File: config.mk
export PLATFORM = sky130hd
export DESIGN_NAME = u9s_uart
export DESIGN_NICKNAME = d
export VERILOG_FILES = /design/src/common/u9s_pkg.sv /design/src/u9s_uart.sv
export SDC_FILE = /design/constraint.sdc
export NUM_CORES = 1
export LEC_CHECK = 0
export BUFFER_PORTS_ARGS = -buffer_cell sky130_fd_sc_hd__buf_4
export CAP_MARGIN = 20
export CORE_MARGIN = 5
export CORE_UTILIZATION = 40
export DETAILED_ROUTE_END_ITERATION = 6
export SYNTH_ARGS = -nofsm -noshare
export SYNTH_HDL_FRONTEND = slang
export SYNTH_SLANG_ARGS = --single-unit
File: constraint.sdc
create_clock -name core_clk -period 5.1 [get_ports core_clk]
set_input_delay 0.51 -clock core_clk [delete_from_list [all_inputs] [get_ports core_clk]]
set_output_delay 0.51 -clock core_clk [all_outputs]
set_load 0.05 [all_outputs]
File: src/common/u9s_pkg.sv
// constants, types and field layouts for the 9-bit serial transceiver
// Summary of operation
// - receive fifo 16 by 12 bits, transmit fifo 16 by 9 bits
// - character length of five to eight data bits, both directions
// - parity even, odd, stuck or none, generated and checked
// - transmitter sends one or two stop bits as configured
// - baud rate programmable from zero to clock over sixteen
// - start, stop, parity added on send and stripped on receive
// - line break can be driven and received breaks are flagged
// - infrared encoder and decoder selectable in both paths
// - break control holds line low; clearing resumes normal framing
// - busy stays set until fifo empty and last stop bit sent
// - 9-bit address compared after masking; mask all ones selects one
// - address sent after queued data drains, marked as address
// - 9-bit data uses the normal fifo paths; received data is kept only after an address match
// - receive fifo non-empty indication is exposed
package u9s_pkg;
	// ************************************************************
	// field positions and widths
	// ************************************************************
	localparam int DATA_W     = 8;
	localparam int RX_ENTRY_W = 12;
	localparam int FIFO_DEPTH = 16;
	localparam int OVS        = 16;
	localparam int ST_FRAME   = 8;
	localparam int ST_PARITY  = 9;
	localparam int ST_BREAK   = 10;
	localparam int ST_OVERRUN = 11;
	localparam logic [3:0] OVS_LAST = 4'hF;
	localparam logic [3:0] OVS_MID  = 4'h7;
	localparam logic [3:0] IR_PULSE = 4'h2; // 3/16 of a bit

	// ************************************************************
	// modes and frame layout
	// ************************************************************
	typedef enum logic [2:0] {
		U9S_PAR_NONE = 3'h0,
		U9S_PAR_EVEN = 3'h1,
		U9S_PAR_ODD  = 3'h2,
		U9S_PAR_ONE  = 3'h3,
		U9S_PAR_ZERO = 3'h4
	} u9s_par_t;

	typedef struct packed {
		logic [1:0] char_len;  // 0..3 means 5..8 bits
		u9s_par_t   parity;
		logic       two_stop;
		logic       nine_bit;
		logic       infrared_line_coding;
	} u9s_cfg_t;

	typedef enum logic [2:0] {
		U9S_IDLE   = 3'h0,
		U9S_START  = 3'h1,
		U9S_DATA   = 3'h3,
		U9S_PARITY = 3'h2,
		U9S_STOP   = 3'h6
	} u9s_state_t;
endpackage

File: src/u9s_uart.sv
// 9-bit capable asynchronous serial transceiver with fifos
`timescale 1ns/100ps
module u9s_uart #(
	parameter int DEPTH  = u9s_pkg::FIFO_DEPTH,
	parameter int DIV_W  = 16
) (
	input  wire logic                         core_clk,
	input  wire logic                         rst_b,
	input  wire u9s_pkg::u9s_cfg_t            cfg,
	input  wire logic [DIV_W-1:0]             baud_div,
	input  wire logic                         break_request,
	input  wire logic [7:0]                   own_node_address,
	input  wire logic [7:0]                   address_match_mask,
	input  wire logic                         tx_valid,
	input  wire logic [7:0]                   tx_data,
	input  wire logic                         tx_is_addr,
	output logic                              tx_ready,
	output logic                              rx_avail,
	input  wire logic                         rx_read,
	output logic [u9s_pkg::RX_ENTRY_W-1:0]    rx_entry,
	output logic                              tx_busy,
	output logic                              addr_match,
	output logic                              ser_out,
	input  wire logic                         ser_in
);
	localparam int PW = $clog2(DEPTH);

	// pointer wrap needs a power of two depth
	if (DEPTH < 2 || (DEPTH & (DEPTH - 1)) != 0) begin : g_bad_depth
		$error("depth must be a power of two");
	end

	// ************************************************************
	// helpers
	// ************************************************************
	function automatic logic par_bit(input logic [8:0] d,
		input u9s_pkg::u9s_par_t m);
		logic p;
		p = ^d;
		unique case (m)
			u9s_pkg::U9S_PAR_ODD:  par_bit = ~p;
			u9s_pkg::U9S_PAR_ONE:  par_bit = 1'b1;
			u9s_pkg::U9S_PAR_ZERO: par_bit = 1'b0;
			default:               par_bit = p;
		endcase
	endfunction

	function automatic logic [3:0] nbits(input u9s_pkg::u9s_cfg_t c);
		nbits = 4'(c.char_len) + 4'h5 + (c.nine_bit ? 4'h1 : 4'h0);
	endfunction

	// ************************************************************
	// baud tick at sixteen times the bit rate
	// ************************************************************
	logic [DIV_W-1:0] bcnt_q, bcnt_d;
	logic             tick;
	always_comb begin
		tick   = (baud_div != '0) && (bcnt_q == '0);
		bcnt_d = tick ? baud_div - 1'b1 :
			(baud_div == '0 ? '0 : bcnt_q - 1'b1);
	end
	always_ff @(posedge core_clk or negedge rst_b) begin
		if (!rst_b)
			bcnt_q <= '0;
		else
			bcnt_q <= bcnt_d;
	end

	// ************************************************************
	// fifos: tx 9 bits (addr mark + data), rx 12 bits
	// ************************************************************
	logic [8:0]                   txm [DEPTH];
	logic [u9s_pkg::RX_ENTRY_W-1:0] rxm [DEPTH];
	logic [PW:0] twp_q, twp_d, trp_q, trp_d, rwp_q, rwp_d, rrp_q, rrp_d;
	logic        tx_empty, rx_full, tx_pop, rx_push;
	logic [u9s_pkg::RX_ENTRY_W-1:0] rx_new;
	logic        addr_pending;

	always_comb begin
		tx_empty = (twp_q == trp_q);
		rx_full  = (rwp_q - rrp_q) == (PW+1)'(DEPTH);
		rx_avail = (rwp_q != rrp_q);
		// address waits for the fifo to drain
		tx_ready = ((twp_q - trp_q) != (PW+1)'(DEPTH)) &&
			!(tx_is_addr && (!tx_empty || tx_busy));
		twp_d = twp_q + (PW+1)'(tx_valid && tx_ready);
		trp_d = trp_q + (PW+1)'(tx_pop);
		rwp_d = rwp_q + (PW+1)'(rx_push && !rx_full);
		rrp_d = rrp_q + (PW+1)'(rx_read && rx_avail);
		rx_entry = rxm[rrp_q[PW-1:0]];
		addr_pending = 1'b0;
	end
	always_ff @(posedge core_clk or negedge rst_b) begin
		if (!rst_b) begin
			twp_q <= '0;
			trp_q <= '0;
			rwp_q <= '0;
			rrp_q <= '0;
		end else begin
			twp_q <= twp_d;
			trp_q <= trp_d;
			rwp_q <= rwp_d;
			rrp_q <= rrp_d;
		end
	end
	// memory writes; data arrays hold no reset
	always_ff @(posedge core_clk) begin
		if (tx_valid && tx_ready)
			txm[twp_q[PW-1:0]] <= {tx_is_addr, tx_data};
		if (rx_push && !rx_full)
			rxm[rwp_q[PW-1:0]] <= rx_new;
	end

	// ************************************************************
	// transmitter
	// ************************************************************
	u9s_pkg::u9s_state_t ts_q, ts_d;
	logic [3:0] tov_q, tov_d, tbit_q, tbit_d;
	logic [8:0] tsh_q, tsh_d;
	logic       tpar_q, tpar_d, tline_q, tline_d, tbusy_q, tbusy_d;
	logic       tstop2_q, tstop2_d;
	logic [8:0] tword, dmask;

	always_comb begin
		// only the configured data bits go out and into parity
		dmask = ~(9'h1FF << (4'(cfg.char_len) + 4'h5));
		tword = txm[trp_q[PW-1:0]];
		ts_d = ts_q;
		tov_d = tov_q;
		tbit_d = tbit_q;
		tsh_d = tsh_q;
		tpar_d = tpar_q;
		tline_d = tline_q;
		tstop2_d = tstop2_q;
		tx_pop = 1'b0;
		unique case (ts_q)
			u9s_pkg::U9S_IDLE: begin
				tline_d = 1'b1;
				if (!tx_empty && !break_request && tick) begin
					tx_pop = 1'b1;
					// ninth bit marks an address character
					tsh_d = ({1'b0, tword[7:0]} & dmask) |
						(9'(cfg.nine_bit && tword[8]) <<
						(4'(cfg.char_len) + 4'h5));
					tpar_d = par_bit(tsh_d, cfg.parity);
					ts_d = u9s_pkg::U9S_START;
					tov_d = '0;
					tline_d = 1'b0;
				end
			end
			u9s_pkg::U9S_START: if (tick) begin
				tov_d = tov_q + 4'h1;
				if (tov_q == u9s_pkg::OVS_LAST) begin
					ts_d = u9s_pkg::U9S_DATA;
					tbit_d = '0;
					tline_d = tsh_q[0];
				end
			end
			u9s_pkg::U9S_DATA: if (tick) begin
				tov_d = tov_q + 4'h1;
				if (tov_q == u9s_pkg::OVS_LAST) begin
					tbit_d = tbit_q + 4'h1;
					tsh_d = {1'b0, tsh_q[8:1]};
					tline_d = tsh_q[1];
					if (tbit_q == nbits(cfg) - 4'h1) begin
						ts_d = (cfg.parity == u9s_pkg::U9S_PAR_NONE) ?
							u9s_pkg::U9S_STOP : u9s_pkg::U9S_PARITY;
						tline_d = (cfg.parity == u9s_pkg::U9S_PAR_NONE)
							? 1'b1 : tpar_q;
						tstop2_d = cfg.two_stop;
					end
				end
			end
			u9s_pkg::U9S_PARITY: if (tick) begin
				tov_d = tov_q + 4'h1;
				if (tov_q == u9s_pkg::OVS_LAST) begin
					ts_d = u9s_pkg::U9S_STOP;
					tline_d = 1'b1;
				end
			end
			u9s_pkg::U9S_STOP: if (tick) begin
				tov_d = tov_q + 4'h1;
				if (tov_q == u9s_pkg::OVS_LAST) begin
					tstop2_d = 1'b0;
					if (!tstop2_q)
						ts_d = u9s_pkg::U9S_IDLE;
				end
			end
			default: ts_d = u9s_pkg::U9S_IDLE;
		endcase
		// busy until fifo empty and last stop bit gone
		tbusy_d = !tx_empty || (ts_d != u9s_pkg::U9S_IDLE);
	end
	always_ff @(posedge core_clk or negedge rst_b) begin
		if (!rst_b) begin
			ts_q <= u9s_pkg::U9S_IDLE;
			tov_q <= '0;
			tbit_q <= '0;
			tsh_q <= '0;
			tpar_q <= 1'b0;
			tline_q <= 1'b1;
			tbusy_q <= 1'b0;
			tstop2_q <= 1'b0;
		end else begin
			ts_q <= ts_d;
			tov_q <= tov_d;
			tbit_q <= tbit_d;
			tsh_q <= tsh_d;
			tpar_q <= tpar_d;
			tline_q <= tline_d;
			tbusy_q <= tbusy_d;
			tstop2_q <= tstop2_d;
		end
	end

	// ************************************************************
	// line output: break and infrared encoder
	// ************************************************************
	logic sout_q, sout_d;
	always_comb begin
		if (break_request)
			sout_d = 1'b0;
		else if (cfg.infrared_line_coding)
			// a zero bit becomes a short high pulse
			sout_d = !tline_q && (tov_q <= u9s_pkg::IR_PULSE);
		else
			sout_d = tline_q;
	end
	always_ff @(posedge core_clk or negedge rst_b) begin
		if (!rst_b)
			sout_q <= 1'b1;
		else
			sout_q <= sout_d;
	end
	assign ser_out = sout_q;
	assign tx_busy = tbusy_q;

	// ************************************************************
	// receive input sync and infrared decoder
	// ************************************************************
	logic s1_q, s2_q, irh_q, irh_d, rin;
	logic [3:0] rov_q, rov_d;
	always_comb begin
		// stretch an ir pulse to a low level for one bit
		irh_d = s2_q ? 1'b1 : (tick && rov_q == u9s_pkg::OVS_LAST ?
			1'b0 : irh_q);
		rin = cfg.infrared_line_coding ? !(s2_q || irh_q) : s2_q;
	end
	always_ff @(posedge core_clk or negedge rst_b) begin
		if (!rst_b) begin
			s1_q <= 1'b1;
			s2_q <= 1'b1;
			irh_q <= 1'b0;
		end else begin
			s1_q <= ser_in;
			s2_q <= s1_q;
			irh_q <= irh_d;
		end
	end

	// ************************************************************
	// receiver
	// ************************************************************
	u9s_pkg::u9s_state_t rs_q, rs_d;
	logic [3:0] rbit_q, rbit_d;
	logic [8:0] rsh_q, rsh_d;
	logic       rperr_q, rperr_d, rzero_q, rzero_d, ovr_q, ovr_d;
	logic       am_q, am_d;
	logic [8:0] rword;
	logic       frame_err, brk;

	always_comb begin
		rs_d = rs_q;
		rov_d = rov_q;
		rbit_d = rbit_q;
		rsh_d = rsh_q;
		rperr_d = rperr_q;
		rzero_d = rzero_q;
		rx_push = 1'b0;
		rword = rsh_q >> (4'h9 - nbits(cfg));
		frame_err = !rin;
		brk = rzero_q && !rin;
		rx_new = {ovr_q, brk, rperr_q, frame_err, rword[7:0]};
		am_d = am_q;
		unique case (rs_q)
			u9s_pkg::U9S_IDLE: if (tick && !rin) begin
				rs_d = u9s_pkg::U9S_START;
				rov_d = '0;
			end
			u9s_pkg::U9S_START: if (tick) begin
				rov_d = rov_q + 4'h1;
				if (rov_q == u9s_pkg::OVS_MID - 4'h1 && rin)
					rs_d = u9s_pkg::U9S_IDLE;
				else if (rov_q == u9s_pkg::OVS_LAST - 4'h1) begin
					rs_d = u9s_pkg::U9S_DATA;
					rbit_d = '0;
					rzero_d = 1'b1;
					rperr_d = 1'b0;
				end
			end
			u9s_pkg::U9S_DATA: if (tick) begin
				rov_d = rov_q + 4'h1;
				if (rov_q == u9s_pkg::OVS_MID) begin
					rsh_d = {rin, rsh_q[8:1]};
					rzero_d = rzero_q && !rin;
					rbit_d = rbit_q + 4'h1;
				end else if (rov_q == u9s_pkg::OVS_LAST &&
					rbit_q == nbits(cfg)) begin
					rs_d = (cfg.parity == u9s_pkg::U9S_PAR_NONE) ?
						u9s_pkg::U9S_STOP : u9s_pkg::U9S_PARITY;
				end
			end
			u9s_pkg::U9S_PARITY: if (tick) begin
				rov_d = rov_q + 4'h1;
				if (rov_q == u9s_pkg::OVS_MID) begin
					rperr_d = rin != par_bit(rword, cfg.parity);
					rzero_d = rzero_q && !rin;
				end else if (rov_q == u9s_pkg::OVS_LAST)
					rs_d = u9s_pkg::U9S_STOP;
			end
			u9s_pkg::U9S_STOP: if (tick) begin
				rov_d = rov_q + 4'h1;
				if (rov_q == u9s_pkg::OVS_MID) begin
					rs_d = u9s_pkg::U9S_IDLE;
					if (cfg.nine_bit && rword[8]) begin
						// masked address compare
						am_d = ((rword[7:0] & address_match_mask) ==
							(own_node_address & address_match_mask));
					end else
						rx_push = !cfg.nine_bit || am_q;
				end
			end
			default: rs_d = u9s_pkg::U9S_IDLE;
		endcase
		ovr_d = (ovr_q && !(rx_push && !rx_full)) || (rx_push && rx_full);
	end
	always_ff @(posedge core_clk or negedge rst_b) begin
		if (!rst_b) begin
			rs_q <= u9s_pkg::U9S_IDLE;
			rov_q <= '0;
			rbit_q <= '0;
			rsh_q <= '0;
			rperr_q <= 1'b0;
			rzero_q <= 1'b0;
			ovr_q <= 1'b0;
			am_q <= 1'b0;
		end else begin
			rs_q <= rs_d;
			rov_q <= rov_d;
			rbit_q <= rbit_d;
			rsh_q <= rsh_d;
			rperr_q <= rperr_d;
			rzero_q <= rzero_d;
			ovr_q <= ovr_d;
			am_q <= am_d;
		end
	end
	assign addr_match = am_q;
endmodule

==> results of run 1 <==
-- worst max path at each step --
stage                 to  cells after the start
6_report       txm[2][5]                     11
5_1_grt        txm[2][5]                     11
4_1_cts        txm[2][5]                     11
3_5_place_dp     rperr_q                     16
3_3_place_gp     rperr_q                     16
2_1_floorplan  rxm[1][0]                     12
-- timing repair --
item                                    4_1_cts  5_1_grt
hold buffers                                  2        0
endpoints found under the hold margin        46        0
endpoints found under the setup margin        0        0
-- power groups by stage --
stage | combinational (W) | clock, W | sequential, W
2_1_floorplan | 0.000443 | 0 | 0.00398
3_3_place_gp | 0.000606 | 0 | 0.00402
3_5_place_dp | 0.000618 | 0 | 0.00402
4_1_cts | 0.000622 | 0.00331 | 0.00395
5_1_grt | 0.000685 | 0.00347 | 0.00397
6_report | 0.000615 | 0.00323 | 0.00395
-- metrics by stage --
stage	worst slack, ns	utilization	cells	power [W]	cell area [um^2]
after floorplan	0.811	-	1274	0.00442	18900
after global placement	0.860	0.437	1944	0.00463	20400
after detailed placement	0.786	0.437	1944	0.00464	20400
after CTS	1.13	0.468	2028	0.00789	21900
after global routing	0.852	0.469	2029	0.00812	21900
final	1.13	0.469	2029	0.00780	21900
-- placed cells by master (no fill, tap or decap), types with 32 or more instances in the layout --
master and count:
sky130_fd_sc_hd__a21oi_1 32, sky130_fd_sc_hd__buf_4 124, sky130_fd_sc_hd__clkbuf_16 45, sky130_fd_sc_hd__dfrtp_1 82
sky130_fd_sc_hd__edfxtp_1 336, sky130_fd_sc_hd__mux2i_1 72, sky130_fd_sc_hd__mux4_2 59, sky130_fd_sc_hd__nand2_1 78
sky130_fd_sc_hd__nor2_1 77, sky130_fd_sc_hd__o21ai_0 39, sky130_fd_sc_hd__xnor2_1 37, sky130_fd_sc_hd__xor2_1 32
-- per-layer routing --
metal  wire (um)  global-route usage  share of wire
met5           0                   0              0
met4         895              0.0438          0.021
met3        1640              0.0285          0.039
met2       20900               0.278           0.50
met1       18700               0.224           0.44
-- state kept, by name, indices dropped and copies added (netlist names), 3 cells and up, named ones only --
signal  flops
rbit_q      4
rs_q        3
tsh_q       9
bcnt_q     16
trp_q       5
txm       144
tbit_q      4
rsh_q       9
tov_q       4
twp_q       5
rwp_q       5
rov_q       4
ts_q        3
rxm       192
rrp_q       5
-- critical path, stage by stage, from the launching register on --
cell	delay, ns
sky130_fd_sc_hd__dfrtp_1	0.87
sky130_fd_sc_hd__inv_1	0.37
sky130_fd_sc_hd__ha_1	0.44
sky130_fd_sc_hd__nand2_1	0.07
sky130_fd_sc_hd__nor2_1	0.17
sky130_fd_sc_hd__inv_1	0.07
sky130_fd_sc_hd__o21ai_0	0.14
sky130_fd_sc_hd__o31a_1	0.20
sky130_fd_sc_hd__and2_1	0.23
sky130_fd_sc_hd__nand3_1	0.18
sky130_fd_sc_hd__nor3_1	0.62
sky130_fd_sc_hd__buf_4	0.30
-- cell families after synthesis --
group	after synthesis	synth area share
xor+xnor	71	0.0343
buf+inv	92	0.0210
compound gates	201	0.0742
mux	146	0.117
simple gates	308	0.0820
flops	424	0.650
fa+ha+maj	32	0.0216
-- area by class of cell --
cell class | instances | area (um^2) | area share
clock inverters | 24 | 259 | 0.0118
repair buffers | 126 | 951 | 0.0435
inverters | 32 | 120 | 0.00549
well taps | 607 | 759 | 0.0347
flip-flops and latches | 424 | 12300 | 0.563
multi-input cells | 758 | 6280 | 0.287
clock buffers | 58 | 1190 | 0.0547
==> results.yml, run 1 <==
logic_synthesis:
  synth.yosys.seq_area_share: 0.650
  yosys.cell_count.top_type: "sky130_fd_sc_hd__edfxtp_1"
  synth_enable_flop_cells: 336
  summed_instance_area_of_the_synthesized_netlist_um2: 18900
  mean_instance_size_in_the_synthesized_netlist_um2: 14.9
  netlist_instances: 1274
  synth-seq-cells: 424
  synth_largest_area_cell: "sky130_fd_sc_hd__edfxtp_1"
  netlist.area_leader.share: 0.533
  dominantRegCellSynth: "sky130_fd_sc_hd__edfxtp_1"
  synth_async_sr_flop_share: 0.208
  netlist_top_cells_area: "sky130_fd_sc_hd__edfxtp_1 53%, sky130_fd_sc_hd__dfrtp_1 11%, sky130_fd_sc_hd__mux4_2 7.0%, sky130_fd_sc_hd__mux2i_1 3.9%, sky130_fd_sc_hd__ha_1 2.0%"
  ys_types: 80
  ys.warnings.count: 0
  mappedNetlistNets: 1361
  synth_commonest_cells: "336 x sky130_fd_sc_hd__edfxtp_1, 84 x sky130_fd_sc_hd__dfrtp_1, 78 x sky130_fd_sc_hd__nand2_1"
routing:
  drc_markers: 0
  routed_wirelength_um: 42200
  num_vias: 11100
  total_iterations_of_the_first_detailed_routing_run: 5
  routedWlPerCell_um: 20.8
  drt-initial-drc-count: 834
  route.detailed.vias_per_inst: 5.47
  ant_nets: 0
power:
  vdd_drop_max_v: 0.000273
  powerDensity_nw_per_um2: 357
  share_comb_of_total_power: 0.079
  internal_power_w: 0.00599
  netSwitchingFraction: 0.232
  clock_power_share: 0.414
  seq_power_share: 0.507
  p_leak_nw: 7.44
  p_switching_w: 0.00181
setup_path:
  critPathMaxFanout: 19
  critPathArrivalTime_ns: 4.25
  critPathCaptureType: "register"
  worst_r2r_endpoint: "txm[2][5]"
  timing.reg2reg.worst_path_depth: 11
  required_ns: 5.38
  timing.critical_path.from_type: "register"
  startpoint_of_the_most_critical_register_to_register_path: "trp_q[2]"
  worstSetupStartpoint: "trp_q[2]"
  reg2reg_setup_slack_ns: 1.13
  worstSetupPathType: "reg -> reg"
floorplan:
  dieArea_um2: 51800
  die_boundary_width_um: 228
  die_h_um: 228
  num_rows: 79
  initial_utilization: 0.406
  design.core.area_um2: 46700
  number_of_placed_i_o_pins: 72
clocking:
  cts-resized-gates: 0
  cts.sink_count: 424
  cts.root.buffer_cell: "sky130_fd_sc_hd__clkbuf_16"
  cts_inserted_buffers: 45
  clk_latency_ns: 0.59
  clk_transition_reported_paths_ns: 0.06
  cts.path.max_buffers: 3
  post_cts_repair_setup_buffers: 0
  cts-htree-levels: 2
  cts_tree: "built"
timing:
  whs_ns: 0.0631
  final-max-slew-violation-count: 0
  achievable-frequency_ghz: 0.252
  min_period_over_period: 0.778
  period_needed_ns: 3.97
  setup_total_negative_slack_ns: 0
  slew_headroom: 0.430
  setup_repair_after_global_routing_missed_its_margin: "no"
  finalHoldViolations: 0
  final-setup-viol-count: 0
  tightestPinTransition_ns: 0.854
  finClkSkew_ns: 0.0242
layout:
  layout-drive-gt1-share: 0.203
  layout-area-overhead-vs-synth_pct: 15.5
  num-nets-final: 1474
  final.fill_count: 4116
  antenna_cells_inserted: 0
global_routing:
  grt_overflow: 0
  antenna_found_initial: 0
  grt_util_all_layers: 0.165
  grt_start_max_net_pins: 49
  grt_pass1_vias: 11400
  grt_pass1_wl_um: 66200
min_path:
  hold_end: "ser_out"
  min-delay-start: "break_request"
  hold_path.class: "in -> reg"
  timing.hold.worst_path_depth: 2
placed_design:
  gp_congestion: 0.789
  dp_hpwl_um: 27500
  buffer_ports.inserted: 71
status:
  status: "complete, no violations"
run:
  maxcap_violations: 0
Power figures use the tool's default switching activity.
==> inputs of run 2 (changes only) <==
==> constraint.sdc (replaced) <==
create_clock -name core_clk -period 3.73 [get_ports core_clk]
set_input_delay 0.373 -clock core_clk [delete_from_list [all_inputs] [get_ports core_clk]]
set_output_delay 0.373 -clock core_clk [all_outputs]
set_load 0.05 [all_outputs]
==> results.yml, run 2 (same netlist as run 1, synthesis figures left out) <==
status:
  status: "complete, no violations"
power:
  clock_power_share: 0.409
  netSwitchingFraction: 0.233
  vdd_drop_max_v: 0.000328
  share_comb_of_total_power: 0.084
  seq_power_share: 0.507
  p_switching_w: 0.00248
  powerDensity_nw_per_um2: 479
  internal_power_w: 0.00817
  p_leak_nw: 7.62
layout:
  layout-area-overhead-vs-synth_pct: 17.5
  flip_flop_count_of_the_largest_register_after_layout: 192
  num-nets-final: 1511
  most-common-layout-cells: "336 x sky130_fd_sc_hd__edfxtp_1, 154 x sky130_fd_sc_hd__buf_4, 82 x sky130_fd_sc_hd__dfrtp_1, 78 x sky130_fd_sc_hd__nand2_1, 75 x sky130_fd_sc_hd__nor2_1"
  fin_cells: 2065
  antenna_cells_inserted: 0
  layout-drive-gt1-share: 0.233
  layout.cells.most_common: "sky130_fd_sc_hd__edfxtp_1"
clocking:
  cts-resized-gates: 0
  cts-htree-levels: 2
  cts_inserted_buffers: 45
  clk_latency_ns: 0.58
  postCtsHoldBufs: 3
  post_cts_repair_setup_buffers: 0
  cts.root.buffer_cell: "sky130_fd_sc_hd__clkbuf_16"
  clk_transition_reported_paths_ns: 0.06
  cts_tree: "built"
  cts.sink_count: 424
  cts.path.max_buffers: 3
timing:
  finalHoldViolations: 0
  slew_headroom: 0.489
  setup_repair_after_global_routing_missed_its_margin: "no"
  achievable-frequency_ghz: 0.302
  final-setup-viol-count: 0
  min_period_over_period: 0.889
  period_needed_ns: 3.32
  finClkSkew_ns: 0.0273
  whs_ns: 0.0796
  final-max-slew-violation-count: 0
  tightestPinTransition_ns: 0.767
routing:
  drc_markers: 0
  drt-initial-drc-count: 909
  ant_nets: 0
  routedWlPerCell_um: 20.5
  num_vias: 11100
  routed_wirelength_um: 42200
  route.detailed.vias_per_inst: 5.39
  total_iterations_of_the_first_detailed_routing_run: 5
setup_path:
  timing.critical_path.from_type: "input port"
  critPathMaxFanout: 23
  critPathArrivalTime_ns: 3.80
  required_ns: 4.21
  worstSetupPathType: "in -> reg"
  critPathCaptureType: "register"
placed_design:
  gp_congestion: 0.782
  dp_hpwl_um: 27900
  buffer_ports.inserted: 71
  dpl.cell_count: 1981
floorplan:
  die_h_um: 228
  design.core.area_um2: 46700
  dieArea_um2: 51800
  number_of_placed_i_o_pins: 72
  num_rows: 79
  initial_utilization: 0.406
  die_boundary_width_um: 228
global_routing:
  gr-usage-met2: 0.262
  grt_util_all_layers: 0.163
  grt_start_max_net_pins: 52
  top_usage_layer: "met2"
  grt_pass1_vias: 11200
  grt_overflow: 0
  grtUsageMet1: 0.232
  antenna_found_initial: 0
  grt.met3_usage: 0.0276
  grt_pass1_wl_um: 65500
run:
  maxcap_violations: 0
min_path:
  hold_path.class: "in -> reg"
-- run 2: cell types whose count changed in the layout (fill, tap and decap cells not counted), moves of 2 or more --
cell / before / now
sky130_fd_sc_hd__clkbuf_8: 2 / 0
sky130_fd_sc_hd__buf_12: 0 / 6
sky130_fd_sc_hd__clkinv_2: 7 / 12
sky130_fd_sc_hd__nor2_2: 0 / 2
sky130_fd_sc_hd__nor3_1: 26 / 23
sky130_fd_sc_hd__nor2_1: 77 / 75
sky130_fd_sc_hd__clkbuf_1: 11 / 6
sky130_fd_sc_hd__clkinvlp_4: 0 / 4
sky130_fd_sc_hd__clkinv_1: 10 / 7
sky130_fd_sc_hd__buf_4: 124 / 154
sky130_fd_sc_hd__nor3_2: 6 / 8
-- run 2: final timing paths --
kind	from	depth (start not counted)	to	slack, ns
min in group asynchronous	rst_b	2	rrp_q[0]	0.40
setup reg to reg	trp_q[0]	11	tpar_q	0.50
setup / recovery	cfg[6]	14	rperr_q	0.41
max in group asynchronous	rst_b	3	ser_out	2.44
hold / removal	cfg[0]	3	ser_out	0.08
hold reg to reg	s1_q	0	s2_q	0.36
-- run 2: routing by layer --
| layer | vias up | wire [um] | share of wire |
|---|---|---|---|
| met1 | 5577 | 19300 | 0.46 |
| met5 | - | 0 | 0 |
| met4 | 0 | 1100 | 0.026 |
| met3 | 72 | 1680 | 0.040 |
| met2 | 223 | 20200 | 0.48 |
| li1 | 5266 | - | - |
-- run 2: cell type report --
type	count	area [um^2]
fillers	4030	24400
flip-flops and latches	424	12300
multi-input cells	758	6300
repair buffers	163	1310
clock buffers	51	1150
well taps	607	759
clock inverters	30	289
inverters	32	124
-- run 2: power by group through the flow --
stage	clock network [W]	logic [W]	registers (W)
after floorplan	0	0.000618	0.00544
after global placement	0	0.000885	0.00549
after detailed placement	0	0.000901	0.00550
after CTS	0.00447	0.000909	0.00540
after global routing	0.00465	0.000994	0.00542
final	0.00435	0.000894	0.00540
-- run 2: worst max-delay path, cell delays in order --
cell                         delay, ns
sky130_fd_sc_hd__buf_4            0.13
sky130_fd_sc_hd__clkinvlp_4       0.09
sky130_fd_sc_hd__buf_4            0.16
sky130_fd_sc_hd__fa_2             0.58
sky130_fd_sc_hd__buf_4            0.29
sky130_fd_sc_hd__mux2_2           0.39
sky130_fd_sc_hd__nor3_1           0.27
sky130_fd_sc_hd__o21ai_0          0.19
sky130_fd_sc_hd__a2111o_1         0.41
sky130_fd_sc_hd__a21oi_2          0.18
sky130_fd_sc_hd__xnor3_1          0.34
sky130_fd_sc_hd__o22ai_2          0.13
sky130_fd_sc_hd__xor2_1           0.08
sky130_fd_sc_hd__o31ai_1          0.18
-- run 2: stage by stage --
stage               instance area, um^2   util  setup slack (ns)  TNS (ns)  power (W)
floorplan                         19000      -            -0.123     -2.96    0.00606
global placement                  20800  0.445           -0.0662   -0.0662    0.00638
detailed placement                20800  0.445            -0.135    -0.135    0.00640
CTS                               22200  0.477             0.343         0     0.0108
global route                      22200  0.477             0.199         0     0.0111
finish                            22200  0.477             0.414         0     0.0106
==> inputs of run 3 (changes only) <==
--- a/config.mk
+++ b/config.mk
@@ -5,10 +5,11 @@
 export SDC_FILE = /design/constraint.sdc
 export NUM_CORES = 1
 export LEC_CHECK = 0
-export BUFFER_PORTS_ARGS = -buffer_cell sky130_fd_sc_hd__buf_4
+export BUFFER_PORTS_ARGS = -buffer_cell sky130_fd_sc_hd__buf_2
 export CAP_MARGIN = 20
 export CORE_MARGIN = 5
 export CORE_UTILIZATION = 40
+export CTS_BUF_LIST = sky130_fd_sc_hd__clkbuf_4
 export DETAILED_ROUTE_END_ITERATION = 6
 export SYNTH_ARGS = -nofsm -noshare
 export SYNTH_HDL_FRONTEND = slang
==> results.yml, run 3 (same netlist as run 1, synthesis figures left out) <==
floorplan:
  initial_utilization: 0.406
  dieArea_um2: 51800
  design.core.area_um2: 46700
  num_rows: 79
  number_of_placed_i_o_pins: 72
  die_boundary_width_um: 228
  die_h_um: 228
routing:
  route.detailed.vias_per_inst: 5.30
  total_iterations_of_the_first_detailed_routing_run: 5
  drc_markers: 0
  num_vias: 11800
  routedWlPerCell_um: 19.5
  drt-initial-drc-count: 683
  routed_wirelength_um: 43500
  ant_nets: 0
timing:
  tightestPinTransition_ns: 0.758
  finClkSkew_ns: 0.0563
  finalHoldViolations: 0
  min_period_over_period: 0.942
  slew_headroom: 0.495
  achievable-frequency_ghz: 0.285
  setup_repair_after_global_routing_missed_its_margin: "no"
  period_needed_ns: 3.51
  final-max-slew-violation-count: 0
  whs_ns: 0.0917
  setup_total_negative_slack_ns: 0
  final-setup-viol-count: 0
layout:
  layout-area-overhead-vs-synth_pct: 19.2
  layout-drive-gt1-share: 0.273
  most-common-layout-cells: "336 x sky130_fd_sc_hd__edfxtp_1, 154 x sky130_fd_sc_hd__clkbuf_4, 82 x sky130_fd_sc_hd__dfrtp_1, 78 x sky130_fd_sc_hd__nand2_1, 78 x sky130_fd_sc_hd__buf_4"
  fin_cells: 2229
  final.fill_count: 4102
  fin_area_um2: 22600
  final-seq-area_um2: 12300
  multiInputGateArea_um2: 6340
  flip_flop_count_of_the_largest_register_after_layout: 192
  layout.cells.most_common: "sky130_fd_sc_hd__edfxtp_1"
  num-nets-final: 1617
setup_path:
  required_ns: 3.36
  cp_slowest_stage_delay_ns: 0.75
  timing.critical_path.from_type: "register"
  worstSetupPathType: "reg -> out"
  worst_path_cell_trace: "inv_1 -> nor2_1 -> buf_4 -> a221oi_1 -> o21a_1 -> a221o_1 -> buf_2"
  crit_path_top_delay_cell: "sky130_fd_sc_hd__dfrtp_1"
  critPathArrivalTime_ns: 3.14
  critPathCaptureType: "output pin"
  critPathMaxFanout: 24
global_routing:
  grt_overflow: 0
  grt_start_max_net_pins: 61
  grt_util_all_layers: 0.170
  antenna_found_initial: 1
  grt_pass1_wl_um: 68000
  grt_pass1_vias: 12200
run:
  maxcap_violations: 0
placed_design:
  dp_hpwl_um: 28300
  placed_cell_area_um2: 20600
  buffer_ports.inserted: 71
  gp_congestion: 0.814
  dpl.cell_count: 1980
clocking:
  cts_tree: "built"
  cts.path.max_buffers: 3
  clk_latency_ns: 0.83
  clk_transition_reported_paths_ns: 0.07
  cts-htree-levels: 3
  cts.root.buffer_cell: "sky130_fd_sc_hd__clkbuf_4"
  cts_inserted_buffers: 108
  cts.sink_count: 424
power:
  p_total_w: 0.0102
  p_leak_nw: 7.89
  powerDensity_nw_per_um2: 451
  vdd_drop_max_v: 0.000257
status:
  status: "complete, no violations"
min_path:
  hold_path.class: "in -> reg"
-- run 3: changes by cell type in the layout (fill, tap and decap cells not counted), sizes merged --
| cell | previous run | this run |
|---|---|---|
| buf | 160 | 159 |
| bufinv | 4 | 1 |
| clkbuf | 51 | 155 |
| clkinv | 22 | 43 |
| clkinvlp | 5 | 3 |
| diode | 0 | 1 |
| dlygate4sd3 | 3 | 46 |
| inv | 31 | 32 |
-- run 3: through the flow --
| step | setup slack (ns) | utilization |
|---|---|---|
| after floorplan | -0.123 | - |
| after global placement | -0.129 | 0.443 |
| after detailed placement | -0.215 | 0.443 |
| after CTS | 0.00485 | 0.483 |
| after global routing | 0.0379 | 0.484 |
| final | 0.217 | 0.484 |
-- run 3: power by group --
part	switching (W)	leakage, nW	internal [W]	total (W)
Combinational	0.000498	3.16	0.000416	0.000914
Sequential	0.000140	3.92	0.00526	0.00540
Clock	0.00186	0.814	0.00199	0.00385
-- run 3: area by class of cell --
class,count,share of cell area
multi-input cells,758,0.281
diodes,1,0.000111
well taps,607,0.0337
clock buffers,154,0.0512
clock inverters,47,0.0103
repair buffers,206,0.0731
inverters,32,0.00549
flip-flops and latches,424,0.545
-- run 3: critical path, delay by kind of cell (launching register included) --
kind            cells  cell delay [ns]
compound gates      3             0.70
buf+inv             3             0.75
flops               1             0.75
simple gates        1             0.13
-- run 3: path summary, 6_finish.rpt --
path	endpoint	slack, ns	from	cells after the start
max in group asynchronous	s1_q	2.75	rst_b	3
min in group asynchronous	rrp_q[0]	0.13	rst_b	2
hold reg to reg	s2_q	0.36	s1_q	0
hold / removal	addr_match	0.09	cfg[1]	4
setup reg to reg	rxm[3][7]	0.41	bcnt_q[2]	10
setup / recovery	rx_entry[10]	0.22	rrp_q[2]	7
-- run 3: timing repair --
action | 4_1_cts | 5_1_grt
hold buffers | 46 | 0
hold endpoints to repair | 215 | 0
setup endpoints to repair | 3 | 6
gates cloned | 0 | 1
buffers inserted | 0 | 0
resized for setup | 3 | 3
-- run 3: per-layer routing --
metal,part of all wire,global-route usage,vias up
met5,0,0,-
met4,0.024,0.0639,0
met3,0.045,0.0333,57
met2,0.49,0.282,280
met1,0.44,0.225,5935
li1,-,-,5546
